`config.mk`:
```
export PLATFORM = sky130hd
export DESIGN_NAME = tcp_channel
export DESIGN_NICKNAME = d
export VERILOG_FILES = /design/src/core/tcp_pkg.sv /design/src/core/tcp_channel.sv
export SDC_FILE = /design/constraint.sdc
export NUM_CORES = 1
export LEC_CHECK = 0
export BUFFER_PORTS_ARGS = -buffer_cell sky130_fd_sc_hd__buf_2
export CAP_MARGIN = 10
export CORE_MARGIN = 1.5
export CORE_UTILIZATION = 40
export CTS_CLUSTER_SIZE = 25
export DETAILED_ROUTE_END_ITERATION = 7
export PLACE_DENSITY_LB_ADDON = 0.15
export SLEW_MARGIN = 40
export SYNTH_ARGS = -nofsm -noshare
export SYNTH_HDL_FRONTEND = slang
export SYNTH_SLANG_ARGS = --single-unit
```
`constraint.sdc`:
```
create_clock -name clock -period 2.48 [get_ports clock]
set_input_delay 0.372 -clock clock [delete_from_list [all_inputs] [get_ports clock]]
set_output_delay 0.372 -clock clock [all_outputs]
set_load 0.02 [all_outputs]
```
`src/core/tcp_pkg.sv`:
```
package tcp_pkg;

  // ****************************************
  // register offsets
  // ****************************************
  localparam logic [4:0] OFS_CTRL = 5'h00;
  localparam logic [4:0] OFS_CHAN = 5'h04;
  localparam logic [4:0] OFS_IEN = 5'h08;
  localparam logic [4:0] OFS_STAT = 5'h0C;
  localparam logic [4:0] OFS_EVGEN = 5'h10;
  localparam logic [4:0] OFS_CNT = 5'h14;
  localparam logic [4:0] OFS_ARR = 5'h18;
  localparam logic [4:0] OFS_CCR = 5'h1C;

  // ****************************************
  // field positions
  // ****************************************
  localparam int CTRL_RUN = 0;
  localparam int CTRL_DIR = 4;
  localparam int CTRL_CTRM = 5;
  localparam int CTRL_RLDPE = 7;
  localparam int CHAN_MODE = 0;
  localparam int CHAN_OCPE = 3;
  localparam int CHAN_POL = 4;
  localparam int CHAN_CCE = 5;
  localparam int CHAN_CCNE = 6;
  localparam int CHAN_MAIN = 7;
  localparam int CHAN_IDLE_OFF = 8;
  localparam int CHAN_RUN_OFF = 9;
  localparam int CHAN_DSEL = 10;
  localparam int IEN_IRQ = 0;
  localparam int IEN_DMA = 1;
  localparam int STAT_MATCH = 0;
  localparam int STAT_UPD = 1;
  localparam int EVGEN_UPD = 0;

  // ****************************************
  // reset values
  // ****************************************
  localparam logic [15:0] ARR_RST = 16'hFFFF;
  localparam logic [15:0] CCR_RST = 16'h0000;
  localparam logic [15:0] CNT_RST = 16'h0000;

  // ****************************************
  // modes
  // ****************************************
  typedef enum logic [2:0] {
    MODE_HOLD = 3'h0,
    MODE_ACT = 3'h1,
    MODE_INACT = 3'h2,
    MODE_TOGGLE = 3'h3,
    MODE_LOW = 3'h4,
    MODE_HIGH = 3'h5,
    MODE_PWM1 = 3'h6,
    MODE_PWM2 = 3'h7
  } tcp_mode_t;

  typedef enum logic [1:0] {
    CTR_EDGE = 2'h0,
    CTR_DOWN = 2'h1,
    CTR_UP = 2'h2,
    CTR_BOTH = 2'h3
  } tcp_ctr_t;

endpackage

```
`src/core/tcp_channel.sv`:
```
`timescale 1ns/100ps
// Behaviour
// - on match, mode 000 holds, 001 sets, 010 clears, 011 toggles reference.
// - a compare match sets the channel match flag; center modes 01 and 10 flag in one direction only.
// - interrupt request only while the channel interrupt enable is set.
// - dma request when enabled; select bit picks match or update event.
// - no preload: compare write immediate; preload: copied on update event.
// - update event never changes reference or output in compare modes.
// - mode 110 is pwm mode 1, mode 111 is pwm mode 2.
// - polarity bit makes the output active high or active low.
// - output enable from channel, complementary, main enables and off-states.
// - pwm edge aligned or center aligned per center mode field.
// - counter counts up with direction low, down with direction high.
// - up pwm1 high while count below compare; ccr above reload high, zero low.
// - down pwm1 low while count above compare; no zero duty.
// - center counting whenever center mode is nonzero, same waveform.
// - center flagging by direction; 01 flags while counting down only.
// - hardware owns direction in center mode; control writes leave it alone.
// - center start loads direction from the same control write; leaving center keeps the held direction.
// - counter write above reload keeps the direction in center mode.
// - in center mode, counter write of zero or reload sets direction, no update event.
// - mode 100 forces reference low, 101 forces it high.
module tcp_channel #(
  parameter int W = 16
) (
  input wire logic clock,
  input wire logic sys_rst,
  input wire logic [4:0] addr,
  input wire logic [W-1:0] wdata,
  input wire logic wr_stb,
  input wire logic rd_stb,
  output logic [W-1:0] rdata,
  output logic ch_out,
  output logic ch_out_en,
  output logic channel_reference_wave,
  output logic update_event_pulse,
  output logic irq_req,
  output logic dma_req
);

  // ****************************************
  // state
  // ****************************************
  logic run, dir, rld_pre, ocpe, pol, cce, ccne, main_en, idle_off, run_off;
  logic dsel;
  logic irq_en, dma_en, flag_match, flag_upd;
  tcp_pkg::tcp_ctr_t ctr_mode;
  tcp_pkg::tcp_mode_t mode;
  logic [W-1:0] cnt, arr_pre, arr_act, ccr_pre, ccr_act;
  logic next_ref, next_dir;
  logic [W-1:0] ctrl_word, chan_word, rd_mux;

  function automatic logic hit(input logic [4:0] a, input logic [4:0] o);
    return a == o;
  endfunction

  // ****************************************
  // decode
  // ****************************************
  wire wr_ctrl = wr_stb && hit(addr, tcp_pkg::OFS_CTRL);
  wire wr_chan = wr_stb && hit(addr, tcp_pkg::OFS_CHAN);
  wire wr_ien = wr_stb && hit(addr, tcp_pkg::OFS_IEN);
  wire wr_stat = wr_stb && hit(addr, tcp_pkg::OFS_STAT);
  wire wr_cnt = wr_stb && hit(addr, tcp_pkg::OFS_CNT);
  wire wr_arr = wr_stb && hit(addr, tcp_pkg::OFS_ARR);
  wire wr_ccr = wr_stb && hit(addr, tcp_pkg::OFS_CCR);
  wire sw_upd = wr_stb && hit(addr, tcp_pkg::OFS_EVGEN)
    && wdata[tcp_pkg::EVGEN_UPD];

  // ****************************************
  // counter
  // ****************************************
  wire center = ctr_mode != tcp_pkg::CTR_EDGE;
  wire at_top = cnt == arr_act;
  wire at_zero = cnt == '0;
  wire [W-1:0] cnt_inc = cnt + W'(1);
  wire [W-1:0] cnt_dec = cnt - W'(1);
  wire turn = center ? ((!dir && at_top) || (dir && at_zero))
    : (dir ? at_zero : at_top);
  // a counter write never raises an update
  wire ovf = run && !wr_cnt && turn;
  wire upd_evt = sw_upd || ovf;
  wire [W-1:0] run_cnt = center
    ? (dir ? (at_zero ? cnt_inc : cnt_dec)
       : (at_top ? cnt_dec : cnt_inc))
    : (dir ? (at_zero ? arr_act : cnt_dec)
       : (at_top ? '0 : cnt_inc));
  wire [W-1:0] next_cnt = sw_upd ? ((dir && !center) ? arr_act : '0)
    : wr_cnt ? wdata : run ? run_cnt : cnt;

  always_comb
  begin
    next_dir = dir;
    if (center)
    begin
      if (wr_cnt)
      begin
        if (wdata == '0)
          next_dir = 1'b0;
        else if (wdata == arr_act)
          next_dir = 1'b1;
        else
          next_dir = dir;
      end
      else if (run && turn)
        next_dir = !dir;
    end
    else if (wr_ctrl)
      next_dir = wdata[tcp_pkg::CTRL_DIR];
  end

  always_ff @(posedge clock)
  begin
    if (sys_rst)
    begin
      cnt <= W'(tcp_pkg::CNT_RST);
      dir <= 1'b0;
    end
    else
    begin
      cnt <= next_cnt;
      dir <= next_dir;
    end
  end

  // ****************************************
  // configuration
  // ****************************************
  always_ff @(posedge clock)
  begin
    if (sys_rst)
    begin
      run <= 1'b0;
      ctr_mode <= tcp_pkg::CTR_EDGE;
      rld_pre <= 1'b0;
    end
    else if (wr_ctrl)
    begin
      run <= wdata[tcp_pkg::CTRL_RUN];
      ctr_mode <= tcp_pkg::tcp_ctr_t'(wdata[tcp_pkg::CTRL_CTRM +: 2]);
      rld_pre <= wdata[tcp_pkg::CTRL_RLDPE];
    end
  end

  always_ff @(posedge clock)
  begin
    if (sys_rst)
    begin
      mode <= tcp_pkg::MODE_HOLD;
      {ocpe, pol, cce, ccne, main_en, idle_off, run_off, dsel} <= 8'h00;
    end
    else if (wr_chan)
    begin
      mode <= tcp_pkg::tcp_mode_t'(wdata[tcp_pkg::CHAN_MODE +: 3]);
      ocpe <= wdata[tcp_pkg::CHAN_OCPE];
      pol <= wdata[tcp_pkg::CHAN_POL];
      cce <= wdata[tcp_pkg::CHAN_CCE];
      ccne <= wdata[tcp_pkg::CHAN_CCNE];
      main_en <= wdata[tcp_pkg::CHAN_MAIN];
      idle_off <= wdata[tcp_pkg::CHAN_IDLE_OFF];
      run_off <= wdata[tcp_pkg::CHAN_RUN_OFF];
      dsel <= wdata[tcp_pkg::CHAN_DSEL];
    end
  end

  always_ff @(posedge clock)
  begin
    if (sys_rst)
      {irq_en, dma_en} <= 2'h0;
    else if (wr_ien)
    begin
      irq_en <= wdata[tcp_pkg::IEN_IRQ];
      dma_en <= wdata[tcp_pkg::IEN_DMA];
    end
  end

  // ****************************************
  // preload and shadow
  // ****************************************
  always_ff @(posedge clock)
  begin
    if (sys_rst)
    begin
      arr_pre <= W'(tcp_pkg::ARR_RST);
      arr_act <= W'(tcp_pkg::ARR_RST);
      ccr_pre <= W'(tcp_pkg::CCR_RST);
      ccr_act <= W'(tcp_pkg::CCR_RST);
    end
    else
    begin
      if (wr_arr)
        arr_pre <= wdata;
      if (wr_arr && !rld_pre)
        arr_act <= wdata;
      else if (upd_evt)
        arr_act <= arr_pre;
      if (wr_ccr)
        ccr_pre <= wdata;
      if (wr_ccr && !ocpe)
        ccr_act <= wdata;
      else if (upd_evt)
        ccr_act <= ccr_pre;
    end
  end

  // ****************************************
  // compare and reference
  // ****************************************
  wire match = run && (cnt == ccr_act);
  wire flag_dir_ok = (ctr_mode == tcp_pkg::CTR_EDGE)
    || (ctr_mode == tcp_pkg::CTR_BOTH)
    || (ctr_mode == tcp_pkg::CTR_DOWN && dir)
    || (ctr_mode == tcp_pkg::CTR_UP && !dir);
  wire match_evt = match && flag_dir_ok;
  // up: below compare; down: not above compare
  wire pwm1 = dir ? (cnt <= ccr_act) : (cnt < ccr_act);

  // update event is not an input here, so compare modes ignore it
  always_comb
  begin
    case (mode)
      tcp_pkg::MODE_HOLD: next_ref = channel_reference_wave;
      tcp_pkg::MODE_ACT: next_ref = match | channel_reference_wave;
      tcp_pkg::MODE_INACT: next_ref = !match & channel_reference_wave;
      tcp_pkg::MODE_TOGGLE: next_ref = match ^ channel_reference_wave;
      tcp_pkg::MODE_LOW: next_ref = 1'b0;
      tcp_pkg::MODE_HIGH: next_ref = 1'b1;
      tcp_pkg::MODE_PWM1: next_ref = pwm1;
      tcp_pkg::MODE_PWM2: next_ref = !pwm1;
      default: next_ref = 1'b0;
    endcase
  end

  // ****************************************
  // output stage
  // ****************************************
  wire next_out = (cce && main_en) ? (next_ref ^ pol) : pol;
  wire next_out_en = main_en ? (cce | (run_off & ccne))
    : (idle_off & (cce | ccne));

  always_ff @(posedge clock)
  begin
    if (sys_rst)
    begin
      channel_reference_wave <= 1'b0;
      ch_out <= 1'b0;
      ch_out_en <= 1'b0;
    end
    else
    begin
      channel_reference_wave <= next_ref;
      ch_out <= next_out;
      ch_out_en <= next_out_en;
    end
  end

  // ****************************************
  // flags and requests
  // ****************************************
  wire clr_match = wr_stat && !wdata[tcp_pkg::STAT_MATCH];
  wire clr_upd = wr_stat && !wdata[tcp_pkg::STAT_UPD];
  wire dma_evt = dsel ? upd_evt : match_evt;

  always_ff @(posedge clock)
  begin
    if (sys_rst)
    begin
      flag_match <= 1'b0;
      flag_upd <= 1'b0;
      dma_req <= 1'b0;
      update_event_pulse <= 1'b0;
    end
    else
    begin
      flag_match <= match_evt | (flag_match & !clr_match);
      flag_upd <= upd_evt | (flag_upd & !clr_upd);
      dma_req <= dma_en & dma_evt;
      update_event_pulse <= upd_evt;
    end
  end

  assign irq_req = irq_en & flag_match;

  // ****************************************
  // read back
  // ****************************************
  always_comb
  begin
    ctrl_word = '0;
    ctrl_word[tcp_pkg::CTRL_RUN] = run;
    ctrl_word[tcp_pkg::CTRL_DIR] = dir;
    ctrl_word[tcp_pkg::CTRL_CTRM +: 2] = ctr_mode;
    ctrl_word[tcp_pkg::CTRL_RLDPE] = rld_pre;
    chan_word = '0;
    chan_word[tcp_pkg::CHAN_MODE +: 3] = mode;
    chan_word[tcp_pkg::CHAN_OCPE] = ocpe;
    chan_word[tcp_pkg::CHAN_POL] = pol;
    chan_word[tcp_pkg::CHAN_CCE] = cce;
    chan_word[tcp_pkg::CHAN_CCNE] = ccne;
    chan_word[tcp_pkg::CHAN_MAIN] = main_en;
    chan_word[tcp_pkg::CHAN_IDLE_OFF] = idle_off;
    chan_word[tcp_pkg::CHAN_RUN_OFF] = run_off;
    chan_word[tcp_pkg::CHAN_DSEL] = dsel;
  end

  assign rd_mux = hit(addr, tcp_pkg::OFS_CTRL) ? ctrl_word
    : hit(addr, tcp_pkg::OFS_CHAN) ? chan_word
    : hit(addr, tcp_pkg::OFS_IEN) ? W'({dma_en, irq_en})
    : hit(addr, tcp_pkg::OFS_STAT) ? W'({flag_upd, flag_match})
    : hit(addr, tcp_pkg::OFS_CNT) ? cnt
    : hit(addr, tcp_pkg::OFS_ARR) ? arr_pre
    : hit(addr, tcp_pkg::OFS_CCR) ? ccr_pre
    : '0;

  always_ff @(posedge clock)
  begin
    if (sys_rst)
      rdata <= '0;
    else
      rdata <= rd_stb ? rd_mux : '0;
  end
endmodule

```
==> flow_summary.toml, run 1 <==
[logic_synthesis]
yosysMostFrequentCell = "nand2_1"
async_flop_share_pct = 0
synthesis.instances = 928
synthTopCellsByArea = "dfxtp_1 34%, nand2_1 9.8%, xor2_1 5.2%"
ys_seq_area_share_pct = 33.6
synth_common_cells = "188 x nand2_1, 121 x dfxtp_1, 83 x nor2_1, 61 x a21oi_1, 55 x clkbuf_1"
yosys_most_used_dff = "dfxtp_1"
avgSynthCellArea_um2 = 7.77
ys_warn_count = 0
synth_top_area_share_pct = 33.6
synthesis.area_um2 = 7210
synthesis.nets = 977
synth-edff-count = 0
ys_types = 72
ys_ff_latch = 121
synth.largest_area_cell = "dfxtp_1"

[grt]
antenna_found_initial = 0
overflow = 0
met2_usage_pct = 41.6
grt_pass1_vias = 6703
use_met3_pct = 4.34
busiest_layer = "met2"
grt_pass1_wl_um = 39200
track_usage_pct = 27.9
grt_max_degree = 66
use_met1_pct = 40.7

[route]
post_drt_wl_per_cell_um = 20.8
num_vias = 7351
antenna_left = 0
dr.pass1.iters = 6
routed_wl_um = 26400
drc_errors = 0
first_iter_violations = 851
vias_per_cell = 5.79

[sta]
slew_viol_final = 0
setup_viol = 3
rsz0062_at_grt = "true"
fmax_ghz = 0.382
fin_hold_ws_ns = 0.281
hold_viol = 0
setup_slack_ns = -0.139
relSlewSlack_pct = 52.7
finalCriticalPeriod_ns = 2.62
timing.final.crit_share_pct = 106
skew_ns = 0.00689
tightest_slew_ns = 0.710

[critical_path]
crit_arrival_ns = 2.94
reg2reg_depth = 12
crit_path_end_kind = "flip-flop"
r2r-start = "ccr_act[13]"
worstSetupPathType = "reg -> reg"
required_ns = 2.80
cp-start-kind = "flip-flop"
path_max_fanout = 3
critPathLaunch = "ccr_act[13]"

[min_path]
worst_hold_startpoint = "wdata[12]"
min_path_cells = 3
min_path_type = "in -> reg"

[die]
die_w_um = 137
row_count = 48
start_util_pct = 41.3
coreArea_um2 = 17500
die-height_um = 137
io_pins = 47
dieArea_um2 = 18800

[power]
finalPower_w = 0.00526
p_leak_nw = 3.79
p_per_area_nw_per_um2 = 565
irDropWorstVdd_v = 0.000409

[clocking]
clock_path_buffers = 2
htreeDepth = 4
clk_pin_slew_ns = 0.06
cts_made_buffers = 17
cts_hold_buf = 0
clock_latency_ns = 0.43
cts_num_sinks = 121
cts_tree = "done"
root_buffer = "clkbuf_16"

[final_layout]
final_area_um2 = 9300
area_delta_synth_final_pct = 28.9
nets = 1081
n_antenna_cell = 0
fin_util_pct = 53.2
drive_above_1_share_pct = 26.8

[place]
place_ws_ns = -0.202
gp_congestion = 0.888
post-dp-hpwl_um = 18400
placed_cell_area_um2 = 8160
portBuffers = 46

[flow_run]
drv_cap = 0

[run_status]
violations = "setup timing"
status = "finished, violations left"
==> critical path, cell delays in order (launching register included) <==
cell and delay [ns]:
dfxtp_2 0.32, inv_1 0.04, ha_1 0.29, nand4_1 0.15, or2_4 0.32, nor3_4 0.12
nand2_1 0.10, ha_1 0.29, mux2i_1 0.06, a21oi_1 0.16, o32ai_2 0.11, a211oi_2 0.24
mux2_4 0.32
==> power breakdown <==
part	switching [W]	total, W	internal, W	leakage [nW]
logic	0.000380	0.000660	0.000280	2.52
clock network	0.000985	0.00260	0.00162	0.294
registers	0.0000246	0.00200	0.00197	0.983
==> area by class of cell <==
type,count,area (um2)
sequential,121,2440
multi-input combinational,696,4560
timing repair buffer,173,1330
fill,1652,8180
clock buffer,19,443
tap,225,282
clock inverter,13,168
inverter,23,86.3
==> path summary, 6_finish.rpt <==
kind / end / slack, ns
worst min-delay path: ccr_pre[12] / 0.28
worst min register to register: ccr_act[12] / 0.48
worst max register to register: ch_out / -0.14
worst max-delay path: ch_out / -0.14
==> metal layers <==
metal | routed length, um | part of all wire (%)
met5 | 0 | 0
met3 | 2190 | 8.3
met1 | 11700 | 44
met2 | 11900 | 45
met4 | 614 | 2.3
==> registers in the layout, indices dropped and copies added (netlist names), 2 cells and up <==
name,count
ctr_mode,2
ccr_act,16
mode,3
arr_act,16
arr_pre,16
rdata,16
ccr_pre,16
cnt,16
==> per-stage QoR <==
stage	cells	setup TNS (ns)
after floorplan	928	0
after global placement	1217	-0.166
after detailed placement	1217	-0.203
after CTS	1250	-0.106
after global routing	1270	-4.02
final	1270	-0.162
==> cell usage in the layout (no fill, tap or decap), types with 14 or more instances in the layout <==
cell type / n
a211oi_1: 15
a21oi_1: 60
a31oi_1: 18
buf_2: 46
buf_4: 107
clkbuf_16: 19
dfxtp_1: 111
ha_1: 24
inv_1: 23
nand2_1: 180
nand3_1: 24
nand3b_1: 17
nor2_1: 80
nor3_1: 14
xor2_1: 36
==> cell families after synthesis <==
group | count (synthesis) | synth area share (%)
adder cells (fa/ha/maj) | 24 | 4.16
AND/OR/NAND/NOR | 406 | 26.9
multiplexers | 16 | 2.43
XOR/XNOR | 52 | 6.32
AO/OA/AOI/OAI | 198 | 19.7
buffers and inverters | 111 | 6.97
flip-flops | 121 | 33.6
==> what timing repair did <==
action	in CTS	in global routing
pin swaps	4	41
setup buffers	1	21
endpoints found under the hold margin	0	0
gates cloned	0	2
endpoints found under the setup margin	2	32
resized for setup	3	70
No activity file was read; power rests on OpenSTA's default activity.
==> run 2, diff against run 1 <==
--- a/config.mk
+++ b/config.mk
@@ -7,7 +7,9 @@
 export LEC_CHECK = 0
 export BUFFER_PORTS_ARGS = -buffer_cell sky130_fd_sc_hd__buf_2
 export CAP_MARGIN = 10
-export CORE_MARGIN = 1.5
+export CELL_PAD_IN_SITES_DETAIL_PLACEMENT = 0
+export CELL_PAD_IN_SITES_GLOBAL_PLACEMENT = 1
+export CORE_MARGIN = 3
 export CORE_UTILIZATION = 40
 export CTS_CLUSTER_SIZE = 25
 export DETAILED_ROUTE_END_ITERATION = 7
==> flow_summary.toml, run 2 (synthesis results as in run 1) <==
[grt]
grt_pass1_vias = 7181
grt_pass1_wl_um = 40600
track_usage_pct = 26.5
overflow = 0
antenna_found_initial = 0
grt_max_degree = 43

[place]
placed_cell_area_um2 = 8210
post-dp-hpwl_um = 19700
place_ws_ns = -0.215
portBuffers = 46
gp_congestion = 0.883

[sta]
fmax_ghz = 0.377
setup_slack_ns = -0.174
rsz0062_at_grt = "true"
setup_viol = 1
finalCriticalPeriod_ns = 2.65
hold_viol = 0
tightest_slew_ns = 0.718
relSlewSlack_pct = 51.9
tns_ns = -0.174
skew_ns = 0.0112
timing.final.crit_share_pct = 107
slew_viol_final = 0

[critical_path]
required_ns = 2.78
r2r_end = "ch_out"
cp_top_family = "simple AND/OR/NAND/NOR gates"
reg2reg_depth = 12
path_cells = "inv_1, ha_1, nand4_1, or2_4, nor3_4, nand2_2, ha_4, mux2i_1, a21oi_1, o32ai_2, a211oi_2, mux2_4"
r2r-start = "ccr_act[14]"
crit_path_end_kind = "flip-flop"
reg2reg_slack_ns = -0.17
worstSetupPathType = "reg -> reg"
crit_arrival_ns = 2.95
critPathMaxStageDelay_ns = 0.32
path_max_fanout = 2
cp-start-kind = "flip-flop"
critPathSlowestCell = "dfxtp_2"
cp_num_buf_inv = 1

[run_status]
status = "finished, violations left"
violations = "setup timing"

[power]
p_leak_nw = 3.74
irDropWorstVdd_v = 0.000431
p_per_area_nw_per_um2 = 563

[final_layout]
final_common_cell = "nand2_1"
n_antenna_cell = 0
final.fill_count = 1674
area_delta_synth_final_pct = 27.1
drive_above_1_share_pct = 25.7
final_area_um2 = 9170
final_cell_mix = "185 x nand2_1, 112 x buf_4, 109 x dfxtp_1"
nets = 1076

[clocking]
cts_num_sinks = 121
clk_pin_slew_ns = 0.05
clock_path_buffers = 2
cts_tree = "done"
root_buffer = "clkbuf_16"
cts_hold_buf = 0
cts_made_buffers = 17
clock_latency_ns = 0.41
htreeDepth = 4

[die]
die_w_um = 140
row_count = 48
dieArea_um2 = 19700
io_pins = 47
coreArea_um2 = 17500
die-height_um = 140
start_util_pct = 41.3

[route]
drc_errors = 0
routed_wl_um = 26700
num_vias = 7343
post_drt_wl_per_cell_um = 21.2
first_iter_violations = 706
dr.pass1.iters = 5
antenna_left = 0
vias_per_cell = 5.82

[flow_run]
drv_cap = 0

[min_path]
worst_hold_startpoint = "wdata[14]"
min_to = "ccr_pre[14]"
min_path_cells = 3
min_path_type = "in -> reg"
## run 2: where the power goes
part           switching (W)  internal (W)
clock network       0.000876       0.00164
registers          0.0000262       0.00197
logic               0.000383      0.000268
## run 2: worst max-delay path by stage
stage,from,to,cells after the start
global route,ccr_act[14],ch_out,12
finish,ccr_act[14],ch_out,12
floorplan,cnt[0],ch_out,11
CTS,ccr_act[15],ch_out,12
detailed placement,ccr_act[14],ch_out,12
global placement,ccr_act[13],ch_out,12
## run 2: layout make-up
cell class / count / area [um2] / area share, %
clock inverter: 8 / 121 / 1.32
timing repair buffer: 168 / 1220 / 13.3
clock buffer: 21 / 470 / 5.13
sequential: 121 / 2440 / 26.6
tap: 225 / 282 / 3.07
multi-input combinational: 696 / 4550 / 49.6
inverter: 23 / 86.3 / 0.942
## run 2: routing by layer
metal	global-route usage (%)	vias to the layer above	share of wire, %
li1	-	3445	-
met1	36.6	3515	45
met2	40.1	335	45
met3	5.36	48	6.9
met4	11.5	0	3.1
met5	0	-	0
## run 2: worst register-to-register path, stage by stage (launching register included)
cell and delay, ns:
dfxtp_2 0.32, inv_1 0.04, ha_1 0.28, nand4_1 0.16, or2_4 0.29, nor3_4 0.15, nand2_2 0.11, ha_4 0.29
mux2i_1 0.06, a21oi_1 0.20, o32ai_2 0.13, a211oi_2 0.20, mux2_4 0.32
## run 2: stage by stage
step | instances | hold WS (ns) | power, W | util, %
after floorplan | 928 | 0.444 | 0.00239 | -
after global placement | 1224 | 0.460 | 0.00261 | 47.0
after detailed placement | 1224 | 0.465 | 0.00262 | 47.0
after CTS | 1254 | 0.284 | 0.00513 | 50.8
after global routing | 1262 | 0.298 | 0.00533 | 52.5
final | 1262 | 0.301 | 0.00517 | 52.5
## run 2: timing repair
| action | 4_1_cts | 5_1_grt |
|---|---|---|
| pin swaps | 9 | 16 |
| resized for setup | 15 | 45 |
| gates cloned | 0 | 1 |
| hold endpoints to repair | 0 | 0 |
| buffers inserted | 1 | 8 |
| setup endpoints to repair | 36 | 42 |
